===== config.mk =====
export PLATFORM = sky130hd
export DESIGN_NAME = hmc_holdover_mode_control
export DESIGN_NICKNAME = d
export VERILOG_FILES = /design/src/hmc_pkg.sv /design/src/hmc_holdover_mode_control.sv /design/src/hmc_word_hold.sv
export VERILOG_INCLUDE_DIRS = /design/src
export SDC_FILE = /design/constraint.sdc
export NUM_CORES = 1
export LEC_CHECK = 0
export BUFFER_PORTS_ARGS = -buffer_cell sky130_fd_sc_hd__buf_2
export CELL_PAD_IN_SITES_DETAIL_PLACEMENT = 0
export CELL_PAD_IN_SITES_GLOBAL_PLACEMENT = 2
export CORE_MARGIN = 1
export CORE_UTILIZATION = 30
export DETAILED_ROUTE_END_ITERATION = 10
export HOLD_SLACK_MARGIN = 0.08
export MAX_ROUTING_LAYER = met4
export PLACE_DENSITY_LB_ADDON = 0.1
export SLEW_MARGIN = 0
export SYNTH_ARGS = -nofsm -noshare
export SYNTH_HDL_FRONTEND = slang
export SYNTH_SLANG_ARGS = --single-unit

===== constraint.sdc =====
create_clock -name i_clk_sys -period 2.8 [get_ports i_clk_sys]
set_input_delay 0 -clock i_clk_sys [delete_from_list [all_inputs] [get_ports i_clk_sys]]
set_output_delay 0 -clock i_clk_sys [all_outputs]
set_load 0.01 [all_outputs]

===== src/hmc_params.svh =====
// Constants of the holdover mode control block: offsets, fields, reset values, widths
`ifndef HMC_PARAMS_SVH
`define HMC_PARAMS_SVH

// ----------------------------------------------------------------------------
// Register map
// ----------------------------------------------------------------------------
`define HMC_ADDR_HOLD_CTRL 8'h40
`define HMC_CTRL_RST 8'h88

// ----------------------------------------------------------------------------
// Field positions in the control register
// ----------------------------------------------------------------------------
`define HMC_BIT_AUTO_AVG 7
`define HMC_BIT_FAST_AVG 6
`define HMC_BIT_READ_AVG 5
`define HMC_BIT_MINI_HI 4
`define HMC_BIT_MINI_LO 3
`define HMC_BIT_FHI_HI 2
`define HMC_BIT_FHI_LO 0

// ----------------------------------------------------------------------------
// Brief-loss policy encodings
// ----------------------------------------------------------------------------
`define HMC_MINI_SAME 2'h0
`define HMC_MINI_FREEZE 2'h1
`define HMC_MINI_FAST 2'h2
`define HMC_MINI_SLOW 2'h3

// ----------------------------------------------------------------------------
// Frequency word widths
// ----------------------------------------------------------------------------
`define HMC_FREQ_W 19
`define HMC_FREQ_LO_W 16

`endif


===== src/hmc_pkg.sv =====
// Types shared by the holdover mode control block
package hmc_pkg;

    // ------------------------------------------------------------------------
    // Control register layout
    // ------------------------------------------------------------------------
    typedef struct packed {
        logic auto_avg;
        logic fast_avg;
        logic read_avg;
        logic [1:0] mini_mode;
        logic [2:0] freq_hi;
    } hmc_ctrl_t;

    // ------------------------------------------------------------------------
    // Frequency source handed to the primary digital PLL
    // ------------------------------------------------------------------------
    typedef enum logic [2:0] {
        HMC_SRC_TRACK,
        HMC_SRC_MANUAL,
        HMC_SRC_FROZEN,
        HMC_SRC_FAST,
        HMC_SRC_SLOW
    } hmc_src_t;

    // ------------------------------------------------------------------------
    // Averager outputs travel together
    // ------------------------------------------------------------------------
    typedef struct packed {
        logic [18:0] fast;
        logic [18:0] slow;
    } hmc_avg_t;

endpackage


===== src/hmc_holdover_mode_control.sv =====
// Holdover mode control: control register, holdover source choice and readback
`timescale 1ns/10ps
`include "hmc_params.svh"
module hmc_holdover_mode_control #(
    parameter int ADDR_W = 8
) (
    input wire logic i_clk_sys,
    input wire logic i_rst_n,
    input wire logic [ADDR_W-1:0] i_reg_addr,
    input wire logic i_reg_wr,
    input wire logic i_reg_rd,
    input wire logic [7:0] i_reg_wdata,
    output logic [7:0] o_reg_rdata,
    input wire logic [15:0] i_freq_low,
    input wire logic [18:0] i_dpll_freq,
    input wire hmc_pkg::hmc_avg_t i_avg,
    input wire logic i_manual_holdover,
    input wire logic i_full_holdover,
    input wire logic i_mini_holdover,
    output hmc_pkg::hmc_src_t o_freq_src,
    output logic [18:0] o_holdover_freq,
    output logic [18:0] o_freq_readback,
    output logic o_fast_sel,
    output logic o_in_holdover
);

    // Refused at elaboration: the control offset needs seven address bits
    if (ADDR_W < 7) begin
        $error("hmc_holdover_mode_control: ADDR_W too small for the control offset");
    end

    // ------------------------------------------------------------------------
    // Control register
    // ------------------------------------------------------------------------
    hmc_pkg::hmc_ctrl_t ctrl_r;
    logic in_hold_d_r;
    logic [18:0] frozen_q;

    wire ctrl_hit = (i_reg_addr == ADDR_W'(`HMC_ADDR_HOLD_CTRL));
    wire ctrl_wr = i_reg_wr && ctrl_hit;
    wire ctrl_rd = i_reg_rd && ctrl_hit;

    always_ff @(posedge i_clk_sys or negedge i_rst_n) begin
        if (!i_rst_n) begin
            ctrl_r <= hmc_pkg::hmc_ctrl_t'(`HMC_CTRL_RST);
        end else if (ctrl_wr) begin
            ctrl_r <= hmc_pkg::hmc_ctrl_t'(i_reg_wdata);
        end
    end

    // ------------------------------------------------------------------------
    // Frequency words
    // ------------------------------------------------------------------------
    wire [18:0] manual_word = {ctrl_r.freq_hi, i_freq_low};
    wire [18:0] avg_word = ctrl_r.fast_avg ? i_avg.fast : i_avg.slow;
    // Readback either mirrors software's word or exposes the averager
    wire [18:0] readback_nxt = ctrl_r.read_avg ? avg_word : manual_word;

    // ------------------------------------------------------------------------
    // Source selection
    // ------------------------------------------------------------------------
    wire in_hold = i_full_holdover || i_mini_holdover;
    wire hold_entry = in_hold && !in_hold_d_r;
    wire hmc_pkg::hmc_src_t avg_src = ctrl_r.fast_avg ? hmc_pkg::HMC_SRC_FAST
                                                       : hmc_pkg::HMC_SRC_SLOW;
    // Manual control overrides the averaging enable
    wire hmc_pkg::hmc_src_t full_src = i_manual_holdover ? hmc_pkg::HMC_SRC_MANUAL
                                     : ctrl_r.auto_avg ? avg_src
                                     : hmc_pkg::HMC_SRC_FROZEN;
    hmc_pkg::hmc_src_t mini_src;
    always_comb begin
        case (ctrl_r.mini_mode)
            `HMC_MINI_SAME: mini_src = full_src;
            `HMC_MINI_FREEZE: mini_src = hmc_pkg::HMC_SRC_FROZEN;
            `HMC_MINI_FAST: mini_src = hmc_pkg::HMC_SRC_FAST;
            `HMC_MINI_SLOW: mini_src = hmc_pkg::HMC_SRC_SLOW;
            default: mini_src = full_src;
        endcase
    end
    // Full holdover takes precedence if both flags are raised at once
    wire hmc_pkg::hmc_src_t src_nxt = i_full_holdover ? full_src
                                    : i_mini_holdover ? mini_src
                                    : hmc_pkg::HMC_SRC_TRACK;

    // On the entry cycle the frozen register is still loading, so bypass it
    wire [18:0] frozen_word = hold_entry ? i_dpll_freq : frozen_q;

    logic [18:0] freq_nxt;
    always_comb begin
        case (src_nxt)
            hmc_pkg::HMC_SRC_MANUAL: freq_nxt = manual_word;
            hmc_pkg::HMC_SRC_FROZEN: freq_nxt = frozen_word;
            hmc_pkg::HMC_SRC_FAST: freq_nxt = i_avg.fast;
            hmc_pkg::HMC_SRC_SLOW: freq_nxt = i_avg.slow;
            default: freq_nxt = i_dpll_freq;
        endcase
    end

    hmc_word_hold #(
        .W(`HMC_FREQ_W)
    ) u_frozen (
        .i_clk_sys(i_clk_sys),
        .i_rst_n(i_rst_n),
        .i_load(hold_entry),
        .i_d(i_dpll_freq),
        .o_q(frozen_q)
    );

    // Bits 2:0 read back through the same source choice as the lower bytes
    wire [7:0] rdata_nxt = ctrl_rd ? {ctrl_r.auto_avg, ctrl_r.fast_avg, ctrl_r.read_avg,
                                      ctrl_r.mini_mode, readback_nxt[18:16]} : 8'h00;

    // ------------------------------------------------------------------------
    // Output registers
    // ------------------------------------------------------------------------
    always_ff @(posedge i_clk_sys or negedge i_rst_n) begin
        if (!i_rst_n) begin
            in_hold_d_r <= 1'b0;
            o_freq_src <= hmc_pkg::HMC_SRC_TRACK;
            o_holdover_freq <= 19'h00000;
            o_freq_readback <= 19'h00000;
            o_fast_sel <= 1'b0;
            o_in_holdover <= 1'b0;
            o_reg_rdata <= 8'h00;
        end else begin
            in_hold_d_r <= in_hold;
            o_freq_src <= src_nxt;
            o_holdover_freq <= freq_nxt;
            o_freq_readback <= readback_nxt;
            o_fast_sel <= ctrl_r.fast_avg;
            o_in_holdover <= in_hold;
            if (i_reg_rd) begin
                o_reg_rdata <= rdata_nxt;
            end
        end
    end
endmodule


===== src/hmc_word_hold.sv =====
// Loadable word register used to freeze the frequency at holdover entry
`timescale 1ns/10ps
module hmc_word_hold #(
    parameter int W = 19
) (
    input wire logic i_clk_sys,
    input wire logic i_rst_n,
    input wire logic i_load,
    input wire logic [W-1:0] i_d,
    output logic [W-1:0] o_q
);

    if (W < 1) begin
        $error("hmc_word_hold: W must be at least 1");
    end

    always_ff @(posedge i_clk_sys or negedge i_rst_n) begin
        if (!i_rst_n) begin
            o_q <= '0;
        end else if (i_load) begin
            o_q <= i_d;
        end
    end

endmodule

Yosys cells after proc, flatten, opt, wreduce, memory -nomap -nowiden
Index checks and enable logic that the tools add are counted.
{"block": "totals", "reg_bits": 78, "input_bits": 96, "output_inout_bits": 51, "wordCells": 37}
{"block": "classes", "n_eq_ne": 8, "n_mux": 11, "reduce_logical": 6}
{"operator": "one-hot mux 19 bit (4 select lines)", "n": 1}
{"operator": "two-way mux 19 bit", "n": 3}
{"operator": "two-way mux 3 bit", "n": 5}
{"operator": "one-hot mux 3 bit (4 select lines)", "n": 1}
{"operator": "== test 8 x 7 -> 1 bit, second input constant", "n": 1}
{"operator": "two-way mux 8 bit", "n": 1}
{"operator": "== test 3 x 2 -> 1 bit, second input constant", "n": 2}
{"operator": "== test 2 bit, second input constant", "n": 2}
{"operator": "== test 3 x 1 -> 1 bit, second input constant", "n": 1}
{"operator": "== test 3 bit, second input constant", "n": 1}
{"operator": "logical AND 1 bit", "n": 3}
{"operator": "== test 2 x 1 -> 1 bit, second input constant", "n": 1}
{"operator": "zero test 2 bit", "n": 1}
{"operator": "zero test 1 bit", "n": 1}
{"operator": "logical OR 1 bit", "n": 1}

Depth between registers and ports, before layout
Gate-level depths: netlist of the first run.
{"block": "depth", "depth_word": 8, "mapped_depth": 9, "ltp_nobuf": 7}

Modules after synthesis
A second synthesis of the first run with hierarchy kept.
{"block": "hier_totals", "cells_unflattened": 355, "area_unflattened_um2": 3906.2}
{"mod": "hmc_holdover_mode_control", "instances": 1, "cells_each": 315, "area_per_inst_um2": 3148.0}
{"mod": "hmc_word_hold", "instances": 1, "cells_each": 40, "area_per_inst_um2": 758.2}

Worst setup path before layout of the first run
No wires, ideal clock.
{"block": "synth_path", "path_kind": "register to register", "from": "register ctrl_r[3] in the netlist's numbering", "to": "register o_holdover_freq[15]", "setup_ps": 142, "t_arrival_ps": 2194, "required_ps": 2658, "path_slack_ps": 464, "stages_incl_launch_ff": 9, "n_path_buf": 1, "period_less_slack_ps": 2336, "path_cell_list": "dfstp_2 inv_1 ha_1 or4bb_1 o31ai_4 nor3_2 xnor2_4 buf_2 o221ai_1"}
{"block": "synth_between", "elab_chain_len": 6}
{"item": "from (decl)", "line_no": "hmc_holdover_mode_control.sv:35", "rtl": "hmc_pkg::hmc_ctrl_t ctrl_r;"}
{"item": "from (signal assigned)", "line_no": "hmc_holdover_mode_control.sv:45", "rtl": "ctrl_r <= hmc_pkg::hmc_ctrl_t'(`HMC_CTRL_RST);"}
{"item": "from (signal assigned)", "line_no": "hmc_holdover_mode_control.sv:47", "rtl": "ctrl_r <= hmc_pkg::hmc_ctrl_t'(i_reg_wdata);"}
{"item": "== test 2 bit (tied with other cells)", "line_no": "hmc_holdover_mode_control.sv:72", "rtl": "case (ctrl_r.mini_mode)"}
{"item": "one-hot mux 3 bit (4 select lines) (*)", "line_no": "hmc_holdover_mode_control.sv:72"}
{"item": "two-way mux 3 bit (*)", "line_no": "hmc_holdover_mode_control.sv:82", "rtl": ": i_mini_holdover ? mini_src"}
{"item": "two-way mux 3 bit (*)", "line_no": "hmc_holdover_mode_control.sv:81", "rtl": "wire hmc_pkg::hmc_src_t src_nxt = i_full_holdover ? full_src"}
{"item": "== test 3 bit (tied with other cells)", "line_no": "hmc_holdover_mode_control.sv:90", "rtl": "case (src_nxt)"}
{"item": "one-hot mux 19 bit (4 select lines) (*)", "line_no": "hmc_holdover_mode_control.sv:90"}
{"item": "net freq_nxt[15]", "line_no": "hmc_holdover_mode_control.sv:88", "rtl": "logic [18:0] freq_nxt;"}
{"item": "to (signal assigned)", "line_no": "hmc_holdover_mode_control.sv:128", "rtl": "o_holdover_freq <= freq_nxt;"}
{"item": "to (decl)", "line_no": "hmc_holdover_mode_control.sv:21", "rtl": "output logic [18:0] o_holdover_freq,"}
Mark *: on every way through the listed nets, which the timed path passes. The rest lies on a longest branch.
A chain may end at the register's enable or synchronous reset.

Worst setup path after layout of the first run
{"block": "layout_path", "from": "register ctrl_r[3] in the netlist's numbering", "to": "register o_holdover_freq[18]"}
Same word-level chain as after synthesis.

==> results of run 1 <==
==> layout make-up <==
cell class / count / area, um^2
clock inverter: 1 / 5.00
sequential: 78 / 1950
inverter: 30 / 113
multi-input combinational: 221 / 1710
timing repair buffer: 242 / 1680
fill: 1246 / 6680
tap: 172 / 215
clock buffer: 15 / 258
==> cells in the mapped netlist (2+ instances only) <==
master / count / area share (%)
dfrtp_1: 76 / 49
mux2i_1: 38 / 9.8
inv_1: 29 / 2.8
mux2_2: 27 / 7.8
nand2_1: 22 / 2.1
a21oi_1: 21 / 2.7
nor2_1: 21 / 2.0
nand4_1: 19 / 3.1
o21a_1: 19 / 3.7
o221ai_1: 19 / 4.3
clkbuf_1: 9 / 0.87
buf_2: 6 / 0.77
nand3_1: 6 / 0.77
o21ai_0: 5 / 0.64
buf_1: 4 / 0.39
nor2b_1: 4 / 0.64
a31o_2: 3 / 0.68
ha_1: 3 / 0.97
buf_4: 2 / 0.39
buf_6: 2 / 0.58
dfstp_2: 2 / 1.4
==> registers in the layout, summed over array words and instances (netlist names) <==
name,flops
o_reg_rdata,8
o_freq_src,3
ctrl_r,8
o_freq_readback,19
in_hold_d_r,1
o_holdover_freq,19
o_fast_sel,1
u_frozen.o_q,19
==> power breakdown <==
part           switching, uW  leakage [uW]  internal [uW]
Combinational            286       0.00168            316
Sequential              37.5      0.000958           1240
Clock                    460      0.000128            626
Total                    784       0.00276           2180
==> per-stage QoR <==
stage | utilization [%] | total power (uW) | setup slack (ns)
floorplan | - | 1570 | 0.464
global placement | 38.2 | 1800 | 0.292
detailed placement | 38.2 | 1810 | 0.214
CTS | 47.0 | 3000 | 0.202
global route | 47.0 | 3120 | 0.0869
finish | 47.0 | 2960 | 0.215
==> logic make-up after synthesis <==
family          count (synthesis)
xor+xnor                        1
buf+inv                        53
flops                          78
fa+ha+maj                       3
mux                            65
simple gates                   80
compound gates                 72
==> worst max-delay path, delay by kind of cell, from the launching register on <==
| kind | cells | cell delay, ns |
|---|---|---|
| AND/OR/NAND/NOR | 1 | 0.58 |
| multiplexers | 1 | 0.24 |
| adder cells (fa/ha/maj) | 1 | 0.25 |
| buffers and inverters | 2 | 0.46 |
| flip-flops | 1 | 0.55 |
| AO/OA/AOI/OAI | 3 | 0.35 |
==> routing by layer <==
layer  GRT usage, %  share of wire (%)  routed length, um
met1           24.8                 47               5750
met2           31.2                 47               5710
met3           3.09                4.1                506
met4           8.21                2.0                244
met5              -                  0                  0
==> worst paths after layout <==
kind                                        to  slack, ns  depth (start not counted)              from
setup / recovery           o_holdover_freq[18]       0.21                          8         ctrl_r[3]
setup reg to reg           o_holdover_freq[18]       0.21                          8         ctrl_r[3]
max in group asynchronous      u_frozen.o_q[2]       1.74                          2           i_rst_n
min in group asynchronous        o_freq_src[0]       0.38                          2           i_rst_n
hold / removal             o_holdover_freq[13]       0.17                          4         i_avg[32]
hold reg to reg               u_frozen.o_q[16]       0.50                          1  u_frozen.o_q[16]
==> key figures, run 1 <==
Outcome
  • Status: finished, final reports clean

Detailed routing
  • Drt wl/cell: ~16 um
  • Antenna viol nets, final: 0
  • Final wirelength: about 12000 um
  • DR iter-0 viols: approximately 130
  • Vias/cell: approximately 4.7
  • DRT Pass-1 Iters: 4
  • DRC Markers: 0
  • Routed vias: between 3000 and 4000

Global route
  • Largest net degree at the start of global routing: just under 80
  • Tot GR Track Use: 19.6%
  • Gr ovfl total: 0
  • Vias in the first global route: roughly 3700
  • Global-route wire length before repair: 19100 um
  • Antenna violations before repair: 0

Final layout
  • Most frequent standard cell in the layout excluding fill and tap cells: buf_2
  • Layout cell share with drive strength beyond 1: between 30% and 40%
  • Design area: 0.00594 mm^2
  • Diodes inserted: 0
  • Nets@finish: 681
  • Post-route insts no fill: ~760
  • Most frequent cells in the layout: buf_2 (145), dlygate4sd3_1 (85), dfrtp_1 (76)
  • P&R area growth vs syn: 52.6%

Power
  • Static leakage: around 0.0028 uW
  • Pwr per Cell Area: roughly 500 mW/mm^2
  • Maximum vdd ir drop: between 200 and 250 uV

Floorplanning
  • Die Span X: between 100 and 150 um
  • Core area: 0.0126 mm^2
  • Row Count: ~40
  • Initial core utilization: 30.8%
  • Die area: around 0.013 mm^2
  • Die height: roughly 120 um
  • Top Ports: about 150

Synth
  • Synth Cell Area: roughly 0.0039 mm^2
  • Yosys warning count: 0
  • Syn Inst Count: between 300 and 400
  • Mean Syn Cell Area: roughly 11 um^2
  • Asr flop ratio synth: 100%
  • Post-synth EDFFs: 0
  • Synthesized flop and latch total: between 70 and 80
  • Synth Area in Simple Gates: approximately 11%
  • Distinct cell type count after synthesis: 36
  • Largest family of logic cells by synthesized area: multiplexers
  • Syn_nets: ~450
  • Register area share after synthesis: 50.2%
  • Adder-cell share of the synthesized area: less than 1%
  • Post-synthesis compound-gate area fraction: about 14%
  • XOR/XNOR Fraction of Synth Area: 0.708%
  • Mux cell area share after synthesis: between 15 and 20%
  • Synth Flop Type: dfrtp_1

STA
  • Minimum clock period: ~2.6 ns
  • Final Cycle Share: between 90% and 100%
  • Clock skew: 0.00712 ns
  • Min Hold Slack: 0.170 ns
  • Pins Over Slew Limit: 0
  • Setup_tns: 0 ns
  • Maximum clock rate: between 300 and 400 MHz
  • RSZ-0062 raised after global routing: false
  • Worst rel slew slack: a little under a third
  • Worst slew pin tran: between 1 and 1.5 ns
  • Hold Fails Final Rpt: 0
  • Final setup viols: 0

Setup path
  • Critical Path AT: roughly 2.8 ns
  • Critical path required time: approximately 3 ns
  • CP endpoint kind: flop
  • CP startpoint kind: flop
  • Crit path cell chain: inv_1 -> ha_1 -> or4bb_1 -> o31ai_4 -> buf_4 -> mux2i_1 -> o21a_1 -> o221ai_1
  • CP max FO: 23
  • Setup CP Type: reg -> reg
  • CP max stage cell: or4bb_1
  • Max incr delay on CP: 0.58 ns

Placement
  • Routability cong.: 0.775
  • HPWL Detailed: around 8000 um
  • Placed Cells: 658
  • Dpl cell area: between 0.004 and 0.005 mm^2
  • I/O Buffers: between 100 and 150

Clock network
  • Cts-stage hold buffer count: 85
  • CTS tree: yes
  • Max H-tree Level: 3
  • CTS Buffer Depth: 2
  • Setup bufs post-CTS: 0
  • PostCTS Resize Cnt: 0
  • CTS Root Cell: clkbuf_16
  • Cts bufs inserted: 9
  • Reg clk slew, reported paths: 0.06 ns
  • Clock insertion delay at the later pin of the skew report: between 0.3 and 0.4 ns
  • CTS sink cnt: slightly below 80

Hold path
  • Hold crit path type: in -> reg

Job
  • Max_cap viols: 0
Power figures use the tool's default switching activity.
==> inputs of run 2 (changes only) <==
--- a/config.mk
+++ b/config.mk
@@ -15,6 +15,7 @@
 export HOLD_SLACK_MARGIN = 0.08
 export MAX_ROUTING_LAYER = met4
 export PLACE_DENSITY_LB_ADDON = 0.1
+export REMOVE_ABC_BUFFERS = 1
 export SLEW_MARGIN = 0
 export SYNTH_ARGS = -nofsm -noshare
 export SYNTH_HDL_FRONTEND = slang
==> run 2 against run 1 <==
Compared with the run above: sequential share of layout area about the same; clock-buffer cell count down 3; largest power group unchanged; critical path type unchanged; first-iteration DRC count down 7.6%; critical path depth unchanged; clock skew down 0.0023 ns.
==> key figures, run 2 (synthesis results as in run 1) <==
Outcome
  • Status: finished, final reports clean (unchanged)

Placement
  • Routability cong.: 0.750 (was 0.775)
  • HPWL Detailed: 7510 um (was 7880 um)
  • Placed Cells: 658 (unchanged)
  • I/O Buffers: 146 (unchanged)

Setup path
  • Crit Reg-Reg Endpoint: o_holdover_freq[8] (was o_holdover_freq[18])
  • Max incr delay on CP: 0.56 ns (was 0.58 ns)
  • CP endpoint kind: flop (unchanged)
  • Setup CP Type: reg -> reg (unchanged)
  • R2r setup slk: 0.32 ns (was 0.21 ns)
  • Critical path required time: 2.99 ns (was 3.00 ns)
  • Critical Path AT: 2.68 ns (was 2.79 ns)
  • Crit path cell chain: inv_1 -> ha_1 -> or4bb_1 -> o31ai_4 -> buf_4 -> mux2i_1 -> o21a_1 -> o221ai_1 (unchanged)
  • CP max stage cell: or4bb_1 (unchanged)
  • CP startpoint kind: flop (unchanged)
  • R2r startpoint: ctrl_r[3] (unchanged)
  • Reg2Reg Depth: 8 (unchanged)
  • CP max FO: 15 (was 23)

Detailed routing
  • DR iter-0 viols: 121 (was 131)
  • Final wirelength: 11800 um (was 12200 um)
  • Routed vias: 3464 (was 3572)
  • Drt wl/cell: 15.6 um (was 16.1 um)
  • Vias/cell: 4.58 (was 4.71)
  • Antenna viol nets, final: 0 (unchanged)
  • DRC Markers: 0 (unchanged)
  • DRT Pass-1 Iters: 4 (unchanged)

Job
  • Max_cap viols: 0 (unchanged)

Floorplanning
  • Die height: 116 um (unchanged)
  • Die Span X: 116 um (unchanged)
  • Top Ports: 147 (unchanged)
  • Row Count: 41 (unchanged)
  • Core area: 0.0126 mm^2 (unchanged)
  • Initial core utilization: 30.8% (unchanged)
  • Die area: 0.0134 mm^2 (unchanged)

STA
  • Pins Over Slew Limit: 0 (unchanged)
  • Final setup viols: 0 (unchanged)
  • Worst rel slew slack: 24.5% (was 30.5%)
  • Worst slew pin tran: 1.13 ns (was 1.04 ns)
  • Clock skew: 0.00482 ns (was 0.00712 ns)
  • RSZ-0062 raised after global routing: false (unchanged)
  • Minimum clock period: 2.48 ns (was 2.59 ns)
  • Final Cycle Share: 88.7% (was 92.3%)
  • Hold Fails Final Rpt: 0 (unchanged)
  • Setup_tns: 0 ns (unchanged)
  • Maximum clock rate: 402 MHz (was 387 MHz)
  • Min Hold Slack: 0.164 ns (was 0.170 ns)

Clock network
  • Clock insertion delay at the later pin of the skew report: 0.34 ns (about the same)
  • CTS Root Cell: clkbuf_16 (unchanged)
  • PostCTS Resize Cnt: 0 (unchanged)
  • Cts bufs inserted: 9 (unchanged)
  • CTS tree: yes (unchanged)
  • Max H-tree Level: 3 (unchanged)
  • Setup bufs post-CTS: 0 (unchanged)
  • CTS Buffer Depth: 2 (unchanged)
  • CTS sink cnt: 78 (unchanged)
  • Reg clk slew, reported paths: 0.06 ns (about the same)

Power
  • Static leakage: 0.00276 uW (about the same)
  • Maximum vdd ir drop: 265 uV (was 208 uV)
  • Pwr per Cell Area: 497 mW/mm^2 (was 499 mW/mm^2)

Final layout
  • Most frequent cells in the layout: buf_2 (145), dlygate4sd3_1 (85), dfrtp_1 (75) (was buf_2 (145), dlygate4sd3_1 (85), dfrtp_1 (76))
  • Number of fill cells in the layout: 1216 (was 1246)
  • Post-route insts no fill: 756 (was 759)
  • Layout cell share with drive strength beyond 1: 36.1% (was 35.6%)
  • Diodes inserted: 0 (unchanged)
  • Most frequent standard cell in the layout excluding fill and tap cells: buf_2 (unchanged)
  • Nets@finish: 681 (unchanged)
  • Final core utilization: 47.1% (was 47.0%)
  • P&R area growth vs syn: 52.7% (was 52.6%)
  • Top Registers: o_freq_readback (19), o_holdover_freq (19), u_frozen.o_q (19) (unchanged)

Hold path
  • Hold Path End: o_holdover_freq[5] (was o_holdover_freq[13])
  • Hold crit path type: in -> reg (unchanged)
  • Hold Path Origin: i_avg[24] (was i_avg[32])
  • Hold depth: 4 (unchanged)

Global route
  • Largest net degree at the start of global routing: 79 (unchanged)
  • Global-route wire length before repair: 18600 um (was 19100 um)
  • Antenna violations before repair: 0 (unchanged)
  • Vias in the first global route: 3644 (was 3693)
  • Gr ovfl total: 0 (unchanged)
  • Tot GR Track Use: 19.1% (was 19.6%)
-- run 2: worst max path at each step --
| stage | endpoint | slack (ns) | cells after the start | from |
|---|---|---|---|---|
| floorplan | o_holdover_freq[15] | -0.51 | 5 | ctrl_r[6] |
| global placement | o_holdover_freq[0] | 0.37 | 8 | ctrl_r[3] |
| detailed placement | o_holdover_freq[8] | 0.30 | 8 | ctrl_r[3] |
| CTS | o_holdover_freq[8] | 0.28 | 8 | ctrl_r[3] |
| global route | o_holdover_freq[12] | 0.15 | 8 | ctrl_r[3] |
| finish | o_holdover_freq[8] | 0.32 | 8 | ctrl_r[3] |
-- run 2: power by group --
part | switching, uW | leakage, uW | internal [uW]
logic | 276 | 0.00167 | 316
registers | 38.8 | 0.000956 | 1240
clock network | 448 | 0.000127 | 634
-- run 2: metal layers --
metal | up-vias | GRT usage, % | routed length, um | part of all wire [%]
met5 | - | - | 0 | 0
met4 | 0 | 7.35 | 189 | 1.6
met3 | 12 | 3.29 | 504 | 4.3
met2 | 94 | 30.8 | 5610 | 48
met1 | 1638 | 23.8 | 5460 | 46
li1 | 1720 | - | - | -
-- run 2: timing repair --
item                       in CTS  in global routing
hold endpoints to repair      146                  0
setup endpoints to repair       0                  0
hold buffers                   85                  0
-- run 2: per-stage QoR --
step	instance area [um^2]	worst slack, ns	total power (uW)
2_1_floorplan	3770	-0.510	1560
6_report	5940	0.315	2950
5_1_grt	5940	0.146	3120
3_3_place_gp	4820	0.366	1800
3_5_place_dp	4820	0.295	1810
4_1_cts	5940	0.281	3000
-- run 2: final cells by class --
type	instances	area (um^2)	area share, %
timing repair buffer	242	1680	28.3
clock inverter	1	7.51	0.126
clock buffer	12	256	4.32
inverter	30	113	1.90
tap	172	215	3.62
sequential	78	1960	32.9
multi-input combinational	221	1710	28.8
-- run 2: critical path, delay by kind of cell (launching register included) --
family / cells / cell delay, ns
AND/OR/NAND/NOR: 1 / 0.56
flip-flops: 1 / 0.55
buffers and inverters: 2 / 0.38
AO/OA/AOI/OAI: 3 / 0.37
adder cells (fa/ha/maj): 1 / 0.24
multiplexers: 1 / 0.22
